$ cat src/rtl/boot_resp_pkg.sv
/*
  Shared constants and types for the boot serial command responder:
  command codes, acknowledge codes, record layout and state encoding.
  Assumes the package is compiled before every design file that uses it.
*/
package boot_resp_pkg;

  localparam logic [7:0] CMD_SUM = 8'h20;
  localparam logic [7:0] CMD_INFO = 8'h30;
  localparam logic [7:0] CMD_ERASE = 8'h40;
  localparam logic [7:0] ERASE_CONFIRM = 8'h54;
  localparam logic [7:0] MODE_ACK = 8'h86;
  localparam logic [3:0] ACK_RX_ERR = 4'h8;
  localparam logic [3:0] ACK_CMD_ERR = 4'h1;
  localparam logic [7:0] LAST_CMD_RESET = 8'h00;
  localparam logic [7:0] ZERO_BYTE = 8'h00;
  localparam logic [7:0] DUMMY_BYTE = 8'h00;

  // fixed addresses of the information record, sent least significant byte first
  localparam logic [31:0] PW_START_ADDR = 32'h00027ef4;
  localparam logic [31:0] RAM_START_ADDR = 32'h00001000;
  localparam logic [31:0] USER_RAM_END_ADDR = 32'h00001dff;
  localparam logic [31:0] RAM_END_ADDR = 32'h00001fff;
  localparam logic [31:0] FLASH_START_ADDR = 32'h00010000;
  localparam logic [31:0] FLASH_END_ADDR = 32'h00027fff;
  localparam logic [15:0] SECTOR_COUNT = 16'h000c;
  localparam logic [23:0] SECTOR_START = 24'h010000;
  localparam logic [23:0] SECTOR_WORDS = 24'h001000;
  localparam logic [23:0] SECTOR_REPEAT = 24'h00000c;

  // status word bit positions
  localparam int STAT_READ_OPEN = 0;
  localparam int STAT_WRITE_OPEN = 1;
  localparam int STAT_UNDIVIDED = 2;

  // record indexes; index 0 is the fifth byte of the exchange
  localparam logic [5:0] IDX_SWID = 6'h00;
  localparam logic [5:0] IDX_PART = 6'h04;
  localparam logic [5:0] IDX_PW = 6'h10;
  localparam logic [5:0] IDX_RAMS = 6'h14;
  localparam logic [5:0] IDX_URAME = 6'h18;
  localparam logic [5:0] IDX_RAME = 6'h1c;
  localparam logic [5:0] IDX_DUMMY = 6'h20;
  localparam logic [5:0] IDX_STAT = 6'h28;
  localparam logic [5:0] IDX_FLS = 6'h2a;
  localparam logic [5:0] IDX_FLE = 6'h2e;
  localparam logic [5:0] IDX_SECN = 6'h32;
  localparam logic [5:0] IDX_SECT = 6'h34;
  localparam logic [5:0] IDX_LAST = 6'h3c;
  localparam int PART_CHARS = 12;

  typedef enum logic [3:0] {
    S_MODE = 4'b0000,
    S_MODE_ACK = 4'b0001,
    S_CMD = 4'b0010,
    S_ACK = 4'b0011,
    S_SUM_WAIT = 4'b0100,
    S_SUM_HI = 4'b0101,
    S_SUM_LO = 4'b0110,
    S_SUM_CK = 4'b0111,
    S_INFO = 4'b1000,
    S_INFO_CK = 4'b1001,
    S_ERASE_CONF = 4'b1010,
    S_ERASE_RUN = 4'b1011,
    S_HALT = 4'b1100
  } state_t;

endpackage

$ cat src/rtl/two_entry_buffer.sv
/*
  Two-entry first-in first-out buffer with valid and ready on both sides.
  Assumes both sides run on clock_in; data out is read from stored flops.
*/
`timescale 1ns/1ps
module two_entry_buffer #(
  parameter int WIDTH = 8
) (
  input wire logic clock_in,
  input wire logic resetn_in,
  input wire logic in_valid_in,
  output logic in_ready_out,
  input wire logic [WIDTH-1:0] in_data_in,
  output logic out_valid_out,
  input wire logic out_ready_in,
  output logic [WIDTH-1:0] out_data_out
);

  logic [WIDTH-1:0] store [2];
  logic wr_ptr;
  logic rd_ptr;
  logic [1:0] count;
  logic do_write;
  logic do_read;

  assign in_ready_out = (count != 2'd2);
  assign out_valid_out = (count != 2'd0);
  assign out_data_out = store[rd_ptr];
  assign do_write = in_valid_in && in_ready_out;
  assign do_read = out_valid_out && out_ready_in;

  always_ff @(posedge clock_in or negedge resetn_in) begin
    if (!resetn_in) begin
      store[0] <= '0;
      store[1] <= '0;
    end else if (do_write) begin
      store[wr_ptr] <= in_data_in;
    end
  end

  always_ff @(posedge clock_in or negedge resetn_in) begin
    if (!resetn_in) begin
      wr_ptr <= 1'b0;
      rd_ptr <= 1'b0;
      count <= 2'd0;
    end else begin
      if (do_write) begin
        wr_ptr <= ~wr_ptr;
      end
      if (do_read) begin
        rd_ptr <= ~rd_ptr;
      end
      if (do_write && !do_read) begin
        count <= count + 2'd1;
      end else if (do_read && !do_write) begin
        count <= count - 2'd1;
      end
    end
  end

endmodule

$ cat src/rtl/boot_serial_command_responder.sv
/*
  Boot-mode command responder: takes bytes from a serial receiver, answers
  the mode setting byte, then the checksum, information and erase commands.
  Assumes a byte receiver on clock_in that flags framing, parity and overrun,
  a flash summing engine and an erase engine with start and done handshakes.
*/
// Notes on behaviour
// - checksum code 20H echoed, routine then entered
// - receive error answers upper nibble plus 8
// - undefined command answers upper nibble plus 1
// - error upper nibble from previous command byte
// - defined command echoed, then its sequence runs
// - sum sent high byte, then low byte
// - seventh byte negates sum of both bytes
// - information code 30H echoed, record then streamed
// - record bytes five-eight are software id
// - twelve-character part name, space padded
// - password start address, low byte first
// - ram start and end addresses, low first
// - bytes thirty-seven to forty-four are filler
// - status word: read, write, undivided flags
// - flash start and end addresses, low first
// - sector count twelve, low byte first
// - sector layout: start, word size, repeat
// - byte sixty-six negates record byte sum
// - erase code 40H echoed, confirmation follows
// - confirmation byte: error, echo-and-erase, or reject
// - mode byte answered 86H, else halt silently
`timescale 1ns/1ps
module boot_serial_command_responder #(
  parameter logic [95:0] PART_NAME = 96'h4445_5649_4345_3031_2020_2020 // arbitrary value
) (
  input wire logic clock_in,
  input wire logic resetn_in,
  input wire logic rx_valid_in,
  input wire logic [7:0] rx_data_in,
  input wire logic rx_framing_err_in,
  input wire logic rx_parity_err_in,
  input wire logic rx_overrun_err_in,
  output logic tx_valid_out,
  input wire logic tx_ready_in,
  output logic [7:0] tx_data_out,
  input wire logic link_ready_in,
  input wire logic baud_ok_in,
  output logic sum_start_out,
  input wire logic sum_done_in,
  input wire logic [15:0] flash_sum_in,
  input wire logic [31:0] software_id_in,
  input wire logic read_unprotected_in,
  input wire logic write_unprotected_in,
  input wire logic flash_undivided_in,
  output logic erase_start_out,
  input wire logic erase_done_in,
  output logic halted_out,
  output logic idle_out
);

  boot_resp_pkg::state_t state;
  boot_resp_pkg::state_t after_ack;
  logic [7:0] ack_byte;
  logic [7:0] last_cmd;
  logic [15:0] sum_value;
  logic [5:0] info_idx;
  logic [7:0] record_sum;
  logic [7:0] push_data;
  logic push_valid;
  logic push_ready;
  logic push_fire;
  logic rx_error;
  logic [15:0] status_word;

  // byte k of a 32-bit little-endian field
  function automatic logic [7:0] byte_of32(input logic [31:0] v, input logic [5:0] k);
    byte_of32 = v[{k[1:0], 3'b000} +: 8];
  endfunction

  // negated modulo-256 sum, the trailing check byte of the sum and information replies
  function automatic logic [7:0] neg_sum(input logic [7:0] s);
    neg_sum = boot_resp_pkg::ZERO_BYTE - s;
  endfunction

  // one record byte for index idx (index 0 is exchange byte five)
  function automatic logic [7:0] info_byte(
    input logic [5:0] idx,
    input logic [31:0] swid,
    input logic [95:0] part,
    input logic [15:0] stat
  );
    logic [5:0] k;
    logic [5:0] sec;
    logic [71:0] layout;
    k = '0;
    sec = '0;
    layout = {boot_resp_pkg::SECTOR_REPEAT, boot_resp_pkg::SECTOR_WORDS,
              boot_resp_pkg::SECTOR_START};
    info_byte = boot_resp_pkg::DUMMY_BYTE;
    if (idx < boot_resp_pkg::IDX_PART) begin
      info_byte = byte_of32(swid, idx - boot_resp_pkg::IDX_SWID);
    end else if (idx < boot_resp_pkg::IDX_PW) begin
      k = idx - boot_resp_pkg::IDX_PART;
      info_byte = part[(7'(boot_resp_pkg::PART_CHARS - 1) - 7'(k)) * 7'd8 +: 8];
    end else if (idx < boot_resp_pkg::IDX_RAMS) begin
      info_byte = byte_of32(boot_resp_pkg::PW_START_ADDR, idx - boot_resp_pkg::IDX_PW);
    end else if (idx < boot_resp_pkg::IDX_URAME) begin
      info_byte = byte_of32(boot_resp_pkg::RAM_START_ADDR, idx - boot_resp_pkg::IDX_RAMS);
    end else if (idx < boot_resp_pkg::IDX_RAME) begin
      info_byte = byte_of32(boot_resp_pkg::USER_RAM_END_ADDR,
                            idx - boot_resp_pkg::IDX_URAME);
    end else if (idx < boot_resp_pkg::IDX_DUMMY) begin
      info_byte = byte_of32(boot_resp_pkg::RAM_END_ADDR, idx - boot_resp_pkg::IDX_RAME);
    end else if (idx < boot_resp_pkg::IDX_STAT) begin
      info_byte = boot_resp_pkg::DUMMY_BYTE;
    end else if (idx < boot_resp_pkg::IDX_FLS) begin
      info_byte = (idx == boot_resp_pkg::IDX_STAT) ? stat[7:0] : stat[15:8];
    end else if (idx < boot_resp_pkg::IDX_FLE) begin
      info_byte = byte_of32(boot_resp_pkg::FLASH_START_ADDR, idx - boot_resp_pkg::IDX_FLS);
    end else if (idx < boot_resp_pkg::IDX_SECN) begin
      info_byte = byte_of32(boot_resp_pkg::FLASH_END_ADDR, idx - boot_resp_pkg::IDX_FLE);
    end else if (idx < boot_resp_pkg::IDX_SECT) begin
      info_byte = (idx == boot_resp_pkg::IDX_SECN) ?
                  boot_resp_pkg::SECTOR_COUNT[7:0] : boot_resp_pkg::SECTOR_COUNT[15:8];
    end else begin
      sec = idx - boot_resp_pkg::IDX_SECT;
      info_byte = layout[{sec[3:0], 3'b000} +: 8];
    end
  endfunction

  // any receiver fault on a command or confirmation byte selects the receive-error answer
  assign rx_error = rx_framing_err_in || rx_parity_err_in || rx_overrun_err_in;

  always_comb begin
    status_word = '0;
    status_word[boot_resp_pkg::STAT_READ_OPEN] = read_unprotected_in;
    status_word[boot_resp_pkg::STAT_WRITE_OPEN] = write_unprotected_in;
    status_word[boot_resp_pkg::STAT_UNDIVIDED] = flash_undivided_in;
  end

  // byte offered to the transmit buffer in each sending state
  always_comb begin
    push_valid = 1'b0;
    push_data = boot_resp_pkg::ZERO_BYTE;
    unique case (state)
      boot_resp_pkg::S_MODE_ACK: begin
        push_valid = 1'b1;
        push_data = boot_resp_pkg::MODE_ACK;
      end
      boot_resp_pkg::S_ACK: begin
        push_valid = 1'b1;
        push_data = ack_byte;
      end
      boot_resp_pkg::S_SUM_HI: begin
        push_valid = 1'b1;
        push_data = sum_value[15:8];
      end
      boot_resp_pkg::S_SUM_LO: begin
        push_valid = 1'b1;
        push_data = sum_value[7:0];
      end
      boot_resp_pkg::S_SUM_CK: begin
        push_valid = 1'b1;
        push_data = neg_sum(sum_value[15:8] + sum_value[7:0]);
      end
      boot_resp_pkg::S_INFO: begin
        push_valid = 1'b1;
        push_data = info_byte(info_idx, software_id_in, PART_NAME, status_word);
      end
      boot_resp_pkg::S_INFO_CK: begin
        push_valid = 1'b1;
        push_data = neg_sum(record_sum);
      end
      boot_resp_pkg::S_MODE, boot_resp_pkg::S_CMD, boot_resp_pkg::S_SUM_WAIT,
      boot_resp_pkg::S_ERASE_CONF, boot_resp_pkg::S_ERASE_RUN, boot_resp_pkg::S_HALT: begin
        push_valid = 1'b0;
      end
    endcase
  end

  assign push_fire = push_valid && push_ready;

  // main sequencer
  always_ff @(posedge clock_in or negedge resetn_in) begin
    if (!resetn_in) begin
      state <= boot_resp_pkg::S_MODE;
      after_ack <= boot_resp_pkg::S_CMD;
      ack_byte <= boot_resp_pkg::ZERO_BYTE;
    end else begin
      unique case (state)
        boot_resp_pkg::S_MODE: begin
          if (rx_valid_in && link_ready_in) begin
            state <= baud_ok_in ? boot_resp_pkg::S_MODE_ACK : boot_resp_pkg::S_HALT;
          end
        end
        boot_resp_pkg::S_MODE_ACK: begin
          if (push_fire) begin
            state <= boot_resp_pkg::S_CMD;
          end
        end
        boot_resp_pkg::S_CMD: begin
          if (rx_valid_in) begin
            state <= boot_resp_pkg::S_ACK;
            after_ack <= boot_resp_pkg::S_CMD;
            if (rx_error) begin
              ack_byte <= {last_cmd[7:4], boot_resp_pkg::ACK_RX_ERR};
            end else if (rx_data_in == boot_resp_pkg::CMD_SUM) begin
              ack_byte <= rx_data_in;
              after_ack <= boot_resp_pkg::S_SUM_WAIT;
            end else if (rx_data_in == boot_resp_pkg::CMD_INFO) begin
              ack_byte <= rx_data_in;
              after_ack <= boot_resp_pkg::S_INFO;
            end else if (rx_data_in == boot_resp_pkg::CMD_ERASE) begin
              ack_byte <= rx_data_in;
              after_ack <= boot_resp_pkg::S_ERASE_CONF;
            end else begin
              ack_byte <= {last_cmd[7:4], boot_resp_pkg::ACK_CMD_ERR};
            end
          end
        end
        boot_resp_pkg::S_ACK: begin
          if (push_fire) begin
            state <= after_ack;
          end
        end
        boot_resp_pkg::S_SUM_WAIT: begin
          if (sum_done_in) begin
            state <= boot_resp_pkg::S_SUM_HI;
          end
        end
        boot_resp_pkg::S_SUM_HI: begin
          if (push_fire) begin
            state <= boot_resp_pkg::S_SUM_LO;
          end
        end
        boot_resp_pkg::S_SUM_LO: begin
          if (push_fire) begin
            state <= boot_resp_pkg::S_SUM_CK;
          end
        end
        boot_resp_pkg::S_SUM_CK: begin
          if (push_fire) begin
            state <= boot_resp_pkg::S_CMD;
          end
        end
        boot_resp_pkg::S_INFO: begin
          if (push_fire && info_idx == boot_resp_pkg::IDX_LAST) begin
            state <= boot_resp_pkg::S_INFO_CK;
          end
        end
        boot_resp_pkg::S_INFO_CK: begin
          if (push_fire) begin
            state <= boot_resp_pkg::S_CMD;
          end
        end
        boot_resp_pkg::S_ERASE_CONF: begin
          if (rx_valid_in) begin
            state <= boot_resp_pkg::S_ACK;
            after_ack <= boot_resp_pkg::S_CMD;
            if (rx_error) begin
              ack_byte <= {last_cmd[7:4], boot_resp_pkg::ACK_RX_ERR};
            end else if (rx_data_in == boot_resp_pkg::ERASE_CONFIRM) begin
              ack_byte <= rx_data_in;
              after_ack <= boot_resp_pkg::S_ERASE_RUN;
            end else begin
              ack_byte <= {last_cmd[7:4], boot_resp_pkg::ACK_CMD_ERR};
            end
          end
        end
        boot_resp_pkg::S_ERASE_RUN: begin
          if (erase_done_in) begin
            state <= boot_resp_pkg::S_CMD;
          end
        end
        boot_resp_pkg::S_HALT: begin
          state <= boot_resp_pkg::S_HALT;
        end
        default: begin
          state <= boot_resp_pkg::S_HALT;
        end
      endcase
    end
  end

  // upper nibble source for error answers; taken after the answer is formed
  always_ff @(posedge clock_in or negedge resetn_in) begin
    if (!resetn_in) begin
      last_cmd <= boot_resp_pkg::LAST_CMD_RESET;
    end else if (state == boot_resp_pkg::S_CMD && rx_valid_in && !rx_error) begin
      last_cmd <= rx_data_in;
    end
  end

  // start pulses for the summing and erase engines, one cycle each
  always_ff @(posedge clock_in or negedge resetn_in) begin
    if (!resetn_in) begin
      sum_start_out <= 1'b0;
      erase_start_out <= 1'b0;
    end else begin
      sum_start_out <= push_fire && state == boot_resp_pkg::S_ACK &&
                       after_ack == boot_resp_pkg::S_SUM_WAIT;
      erase_start_out <= push_fire && state == boot_resp_pkg::S_ACK &&
                         after_ack == boot_resp_pkg::S_ERASE_RUN;
    end
  end

  always_ff @(posedge clock_in or negedge resetn_in) begin
    if (!resetn_in) begin
      sum_value <= '0;
    end else if (state == boot_resp_pkg::S_SUM_WAIT && sum_done_in) begin
      sum_value <= flash_sum_in;
    end
  end

  // record index and running sum over bytes five to sixty-five
  always_ff @(posedge clock_in or negedge resetn_in) begin
    if (!resetn_in) begin
      info_idx <= '0;
      record_sum <= boot_resp_pkg::ZERO_BYTE;
    end else if (state == boot_resp_pkg::S_ACK) begin
      info_idx <= '0;
      record_sum <= boot_resp_pkg::ZERO_BYTE;
    end else if (state == boot_resp_pkg::S_INFO && push_fire) begin
      info_idx <= info_idx + 6'd1;
      record_sum <= record_sum + push_data;
    end
  end

  always_ff @(posedge clock_in or negedge resetn_in) begin
    if (!resetn_in) begin
      halted_out <= 1'b0;
      idle_out <= 1'b0;
    end else begin
      halted_out <= (state == boot_resp_pkg::S_HALT);
      idle_out <= (state == boot_resp_pkg::S_CMD);
    end
  end

  two_entry_buffer #(
    .WIDTH(8)
  ) tx_buffer (
    .clock_in(clock_in),
    .resetn_in(resetn_in),
    .in_valid_in(push_valid),
    .in_ready_out(push_ready),
    .in_data_in(push_data),
    .out_valid_out(tx_valid_out),
    .out_ready_in(tx_ready_in),
    .out_data_out(tx_data_out)
  );

endmodule

$ cat config.mk
export PLATFORM = sky130hd
export DESIGN_NAME = boot_serial_command_responder
export DESIGN_NICKNAME = d
export VERILOG_FILES = /design/src/rtl/boot_resp_pkg.sv /design/src/rtl/two_entry_buffer.sv /design/src/rtl/boot_serial_command_responder.sv
export SDC_FILE = /design/constraint.sdc
export NUM_CORES = 1
export LEC_CHECK = 0
export BUFFER_PORTS_ARGS = -buffer_cell sky130_fd_sc_hd__buf_2
export CAP_MARGIN = 10
export CORE_MARGIN = 10
export CORE_UTILIZATION = 30
export CTS_CLUSTER_SIZE = 20
export DETAILED_ROUTE_END_ITERATION = 8
export SLEW_MARGIN = 5
export SYNTH_ARGS = -nofsm -noshare
export SYNTH_HDL_FRONTEND = slang
export SYNTH_SLANG_ARGS = --single-unit
$ cat constraint.sdc
create_clock -name clock_in -period 10.8 [get_ports clock_in]
set_input_delay 1.62 -clock clock_in [delete_from_list [all_inputs] [get_ports clock_in]]
set_output_delay 1.62 -clock clock_in [all_outputs]
set_load 0.05 [all_outputs]
==> summary.txt, run 1 <==
Status
  • Outcome: finished clean

Timing
  • RSZ-0062 raised after global routing: no
  • Setup TNS: 0 ns
  • Slew Limit Headroom: 36.45%
  • Worst Clk Skew: a little under 0.005 ns
  • Worst slew pin tran: 0.9511 ns
  • Endpoints failing hold: 0
  • Max Clk Rate: roughly 0.21 GHz
  • Final worst path period share: around 44%
  • Final setup margin: 6.051 ns
  • Slew Limit Fails: 0
  • Final setup fails: 0
  • Final min period: around 4.7 ns

Synthesis
  • Asr flop ratio synth: 100.0%
  • Xor and xnor area share after synthesis: ~3.9%
  • Largest family of logic cells by synthesized area: compound AO/OA/AOI/OAI gates
  • Post-synthesis mux area share: around a tenth
  • Yosys cell types: 76
  • Post-synthesis compound-gate area fraction: 19.51%
  • Synth area leader: dfrtp_1
  • Count leader, synth: dfrtp_1
  • Synth area leaders: dfrtp_1 (34%), ha_1 (7.9%), mux2_2 (5.9%)
  • Yosys top cell area share: 33.99%
  • Primary FF master, synth: dfrtp_1
  • Synth warn: 0
  • Avg Cell Area, Syn: about 9 µm²
  • Post-Syn Area: 5375 µm²
  • Most frequent cells after synthesis: dfrtp_1 (73), nand2_1 (49), nor2_1 (46)
  • EDFF count, synth: 0
  • Simple-Gate Fraction of Synth Area: 17.81%
  • Seq cells post-synth: 74
  • Register area share after synthesis: 34.47%
  • Gate Count Post-Synth: around 590
  • Post-Syn Nets: 695
  • Synth Area in Adders: 8.659%

Placement
  • GP Congestion: a little under 0.9
  • DP Worst Slack: roughly 6 ns
  • I/O Buffers: 82
  • Dpl hpwl: 11360 µm

Setup path
  • R2R depth: 18
  • Critical Path Max Stage Delay: 0.91 ns
  • Critical path depth: 18
  • Crit end category: flip-flop
  • Slowest stage cell, crit path: dfrtp_1
  • RR Startpoint: info_idx[1]
  • End of the worst register-to-register path: record_sum[7]
  • Crit-path cells: inv_1 -> ha_1 -> nand2_1 -> nor3b_1 -> and2b_1 -> a21oi_1 -> o22ai_1 -> a221oi_1 -> inv_1 -> ha_1 -> a21oi_1 -> o211ai_1 -> o21ai_1 -> or2b_1 -> a21oi_1 -> xor2_1 -> a21oi_1 -> o22ai_1
  • CP Launch Type: flip-flop
  • CP delay by family, top: compound AO/OA/AOI/OAI gates
  • Reg2reg setup slack: 6.05 ns
  • CP bufs+invs: 2
  • Critical Path Source: info_idx[1]
  • CP Max Fanout: 25
  • WP data required: 11.07 ns
  • CP Capture Point: record_sum[7]
  • WP data arrival: roughly 5 ns
  • Critical path class: reg -> reg
  • Crit path top cell by count: a21oi_1

Clock tree
  • Post-CTS Hold Fix Bufs: 0
  • Clk slew on worst S/H paths: approximately 0.06 ns
  • CTS tree: yes
  • CTS resizes: 0
  • Post-CTS setup buffers: 0
  • Clk_lat worst skew: 0.35 ns
  • CTS Root Buffer Type: clkbuf_16
  • H-tree levels: 3
  • Cts bufs inserted: 9
  • Clock Tree Buf Depth: 2
  • Clock sinks: 74

Hold path
  • Min-Delay Startpoint: after_ack[0]
  • Hold Path Class: reg -> reg

Floorplanning
  • Core ar.: 17420 µm²
  • Die area: about 24000 µm²
  • Die span in y: 153.9 µm
  • Row count: 48
  • I/O Pins: 83
  • Die X: between 150 and 200 µm
  • Initial core utilization: slightly above 30%

Global route
  • Most Crowded Layer GR: met2
  • Initial antenna violation count: 0
  • Met2 usage: 20.34%
  • GRT Util Overall: around 12%
  • Vias in the first global route: ~4400
  • GRT met3 Usage: 1.729%
  • First-pass GRT wire length: 24310 µm
  • Largest net degree at the start of global routing: 75
  • Global-route track usage on met1: 16.27%
  • Gr ovfl total: 0

Detailed routing
  • Vias per cell: 5.218
  • Detailed router's first-iteration violation count: 440
  • Drt drc: 0
  • 1st-pass router iterations: 5
  • Routed via count: 4613
  • DRT Wirelength: 14790 µm
  • Final ANT Viol Nets: 0
  • Drt wl/cell: approximately 17 µm

Power and ir drop
  • LEAKAGE: roughly 2.8 nW
  • Pwr dens: roughly 120 nW/µm²
  • VDD IR max: roughly 0.000079 V

Flow run
  • # Max-Cap Violations: 0

Finish
  • Antenna fix cells: 0
  • Layout cells sized above 1: 23.22%
  • Nets@finish: 760
  • Area Overhead vs Synth: 15.78%
stage by stage:
stage,cell area [µm²],hold slack (ns),total power [mW],std cells,util [%]
floorplan,5375,0.4299,0.4053,589,-
global placement,5914,0.4638,0.4537,868,33.96
detailed placement,5914,0.4648,0.4550,868,33.96
CTS,6223,0.4752,0.7709,884,35.73
global route,6223,0.5042,0.7908,884,35.73
finish,6223,0.4729,0.7600,884,35.73
layer usage:
layer,vias up,wire length [µm]
li1,2258,-
met1,2192,6619
met2,148,7273
met3,15,672
met4,0,223
met5,-,0
cell usage in the layout, fill, tap and decap left out, types with 4 or more instances in the layout:
| cell | count |
|---|---|
| inv_1 | 37 |
| nor2b_1 | 20 |
| a31oi_1 | 6 |
| a221oi_1 | 4 |
| and3_1 | 4 |
| a211oi_1 | 4 |
| buf_2 | 81 |
| xnor2_1 | 14 |
| mux4_2 | 8 |
| ha_1 | 34 |
| xor2_1 | 10 |
| dfrtp_1 | 73 |
| nand2_1 | 49 |
| a21o_1 | 5 |
| nand3_1 | 14 |
| nor2_1 | 46 |
| o21ai_0 | 33 |
| nor3_1 | 8 |
| clkbuf_16 | 9 |
| mux2_2 | 28 |
| mux2i_1 | 4 |
| o22ai_1 | 10 |
| a22o_1 | 7 |
| a22oi_1 | 4 |
| o21ai_1 | 11 |
| o21a_1 | 4 |
| a21oi_1 | 43 |
| or3_1 | 7 |
| nand2b_1 | 7 |
area by class of cell:
type | instances | area [µm²]
tap | 225 | 281.5
sequential | 74 | 1853
timing repair buffer | 83 | 420.4
multi-input combinational | 448 | 3217
fill | 1813 | 11190
clock buffer | 9 | 225.2
clock inverter | 7 | 83.83
inverter | 38 | 142.6
cell families (layout without fill, tap and decap cells):
kind of cell	Yosys count	in the layout
xor gates and xnor gates	24	24
muxes	40	40
buffers and inverters	67	137
AOI/OAI and AO/OA	164	164
adders and majority gates	36	36
and+or+nand+nor	184	184
DFF	74	74
state kept, by name, summed over array words and instances (netlist names):
register and cells:
ack_byte 8, after_ack 4, erase_start_out 1, halted_out 1, idle_out 1, info_idx 6
last_cmd 4, record_sum 8, state 4, sum_start_out 1, sum_value 16, tx_buffer.count 2
tx_buffer.rd_ptr 1, tx_buffer.store 16, tx_buffer.wr_ptr 1
how the worst min path moves through the flow:
stage                         endpoint  slack [ns]  depth (start not counted)
floorplan                sum_start_out        0.43                          1
global placement    tx_buffer.store[5]        0.46                          2
CTS                      sum_start_out        0.48                          1
detailed placement       sum_start_out        0.46                          1
global route             sum_start_out        0.50                          1
finish                   sum_start_out        0.47                          1
report_power, final:
group | switching [mW] | internal [mW]
clock network | 0.131 | 0.183
registers | 0.0122 | 0.285
logic | 0.0996 | 0.0491
total | 0.243 | 0.517
Power figures use the tool's default switching activity.
==> inputs of run 2 (changes only) <==
--- a/config.mk
+++ b/config.mk
@@ -5,6 +5,7 @@
 export SDC_FILE = /design/constraint.sdc
 export NUM_CORES = 1
 export LEC_CHECK = 0
+export ABC_AREA = 1
 export BUFFER_PORTS_ARGS = -buffer_cell sky130_fd_sc_hd__buf_2
 export CAP_MARGIN = 10
 export CORE_MARGIN = 10
==> constraint.sdc (replaced) <==
create_clock -name clock_in -period 4.6 [get_ports clock_in]
set_input_delay 0.69 -clock clock_in [delete_from_list [all_inputs] [get_ports clock_in]]
set_output_delay 0.69 -clock clock_in [all_outputs]
set_load 0.05 [all_outputs]
==> run 2 against run 1 <==
Register-to-register slack worse by 5.0 ns. Highest routed layer unchanged. First-iteration DRC count is 8.6% lower. Final cell count is 28% higher. Design area is 4.3% higher. Combinational power grew to 16 times the previous value. Core utilization is 0.14 points higher. Maximum frequency is 35% higher. Total power grew to 5.3 times the previous value. Via count is 18% higher.
==> summary.txt, run 2 <==
Synthesis
  • Primary FF master, synth: dfrtp_1
  • Synth warn: 0
  • Synth area leaders: dfrtp_1 (33%), nand2_1 (17%), ha_1 (7.7%)
  • Gate Count Post-Synth: 816
  • Register area share after synthesis: 33.39%
  • Seq cells post-synth: 74
  • Yosys cell types: 49
  • Synth area leader: dfrtp_1
  • Most frequent cells after synthesis: nand2_1 (258), inv_1 (100), nor2_1 (78)
  • EDFF count, synth: 0
  • Yosys top cell area share: 32.92%
  • Avg Cell Area, Syn: 6.800 µm²
  • Post-Syn Area: around 5500 µm²
  • Post-Syn Nets: around 920
  • Asr flop ratio synth: 100.0%
  • Count leader, synth: nand2_1

Timing
  • RSZ-0062 raised after global routing: no
  • Final worst path period share: between 70% and 80%
  • Endpoints failing hold: 0
  • Final setup fails: 0
  • Final min period: 3.524 ns
  • Max Clk Rate: around 0.28 GHz
  • Setup TNS: 0 ns
  • Slew Limit Fails: 0
  • Worst Clk Skew: 0.01086 ns
  • Worst slew pin tran: about 0.95 ns
  • Slew Limit Headroom: 36.84%

Detailed routing
  • DRT Wirelength: 16180 µm
  • Vias per cell: 4.799
  • Detailed router's first-iteration violation count: 402
  • 1st-pass router iterations: 4
  • Drt drc: 0
  • Routed via count: approximately 5400
  • Drt wl/cell: 14.29 µm
  • Final ANT Viol Nets: 0

Floorplanning
  • Die area: 24340 µm²
  • Initial core utilization: 30.68%
  • I/O Pins: 83
  • Die X: ~160 µm
  • Row count: 49
  • Core ar.: 18090 µm²
  • Die span in y: 156.0 µm

Clock tree
  • Clock Tree Buf Depth: 2
  • Post-CTS setup buffers: 0
  • CTS Root Buffer Type: clkbuf_16
  • CTS tree: yes
  • Clk slew on worst S/H paths: 0.06 ns
  • H-tree levels: 3
  • CTS resizes: 0
  • Cts bufs inserted: 9
  • Post-CTS Hold Fix Bufs: 0
  • Clock sinks: 74
  • Clk_lat worst skew: about 0.35 ns

Finish
  • Nets@finish: 1004
  • Most frequent cells in the layout: nand2_1 (258), inv_1 (100), buf_2 (81)
  • Antenna fix cells: 0
  • Commonest non-fill, non-tap cell in the layout: nand2_1
  • Area Overhead vs Synth: 16.93%
  • Layout cells sized above 1: 14.62%
  • Multi-input combinational cell area: 3207 µm²
  • FF+latch area: 1853 µm²
  • Fill count: just under 2000
  • Largest registers: sum_value: 16 flops, tx_buffer.store: 16 flops
  • Final instance area: 6489 µm²

Setup path
  • Critical Path Max Stage Delay: 0.47 ns
  • WP data arrival: 3.75 ns
  • CP delay by family, top: adder cells
  • Critical path class: reg -> reg
  • CP Max Fanout: 5
  • WP data required: slightly below 5 ns
  • CP bufs+invs: 1
  • CP Launch Type: flip-flop
  • Crit end category: flip-flop
  • Crit-path cells: ha_1 -> inv_1 -> ha_1 -> fa_1 -> or2_2 -> nand3_1 -> o21ai_0 -> nor4_1 -> nand2_1 -> ha_1 -> nand3_1 -> nand3_1 -> nand2_1 -> nand2_1 -> a21oi_1 -> xor2_1 -> o22ai_1
  • Slowest stage cell, crit path: fa_1

Global route
  • Initial antenna violation count: 0
  • Vias in the first global route: 5479
  • Largest net degree at the start of global routing: 75
  • Gr ovfl total: 0
  • GRT Util Overall: 13.60%
  • First-pass GRT wire length: 27200 µm

Placement
  • Placed cell area: approximately 6200 µm²
  • Dpl hpwl: 12520 µm
  • I/O Buffers: just over 80
  • GP Congestion: 0.9190

Hold path
  • Hold Path Class: reg -> reg

Power and ir drop
  • Pwr Total: between 4 and 5 mW
  • Pwr dens: 626.5 nW/µm²
  • LEAKAGE: 3.492 nW
  • VDD IR max: 0.0002162 V

Flow run
  • # Max-Cap Violations: 0

Status
  • Outcome: finished clean
## run 2: cell type report
class / instances / share of cell area (%)
Inverter: 111 / 6.421
Tap cell: 229 / 4.416
Clock inverter: 4 / 0.4049
Timing Repair Buffer: 86 / 6.826
Clock buffer: 12 / 3.953
Sequential cell: 74 / 28.56
Multi-Input combinational cell: 616 / 49.42
## run 2: worst paths after layout
| path | start | end | slack [ns] | cells after the start |
|---|---|---|---|---|
| max | sum_value[1] | record_sum[6] | 1.08 | 17 |
| min | tx_buffer.store[2] | tx_buffer.store[2] | 0.48 | 2 |
| max reg2reg | sum_value[1] | record_sum[6] | 1.08 | 17 |
| min reg2reg | tx_buffer.store[2] | tx_buffer.store[2] | 0.48 | 2 |
| max in group asynchronous | resetn_in | sum_value[7] | 3.50 | 1 |
| min in group asynchronous | resetn_in | sum_start_out | 0.50 | 1 |
## run 2: kinds of logic after synthesis
| group | count (synthesis) | share of synthesized area [%] |
|---|---|---|
| flip-flops | 74 | 33.39 |
| AND/OR/NAND/NOR | 436 | 34.05 |
| AO/OA/AOI/OAI | 135 | 13.89 |
| multiplexers | 1 | 0.2029 |
| adder cells (fa/ha/maj) | 36 | 8.388 |
| buffers and inverters | 126 | 8.816 |
| XOR/XNOR | 8 | 1.263 |
## run 2: tightest hold or removal path, stage by stage (launching register included)
cell	delay (ns)
dfrtp_1	0.34
nand2_1	0.05
nand2_1	0.06
## run 2: through the flow
| stage | std cells | hold slack (ns) | worst slack, ns | utilization (%) |
|---|---|---|---|---|
| after detailed placement | 1116 | 0.4658 | 1.100 | 34.31 |
| after CTS | 1132 | 0.4821 | 1.084 | 35.88 |
| after global placement | 1116 | 0.4641 | 1.115 | 34.31 |
| after floorplan | 816 | 0.3944 | 1.494 | - |
| after global routing | 1132 | 0.4940 | 0.7128 | 35.88 |
| final | 1132 | 0.4787 | 1.076 | 35.88 |
## run 2: layer usage
layer  routed length, µm  GRT usage (%)  share of wire [%]
met5                   0              0                  0
met4                 241          4.002                1.5
met2                7329          21.69                 45
met3                 957          3.033                5.9
met1                7647          17.99                 47
## run 2: where the power goes
part / internal (mW) / switching [mW]
Sequential: 0.885 / 0.149
Combinational: 0.765 / 1.59
Clock: 0.394 / 0.281
Total: 2.04 / 2.02
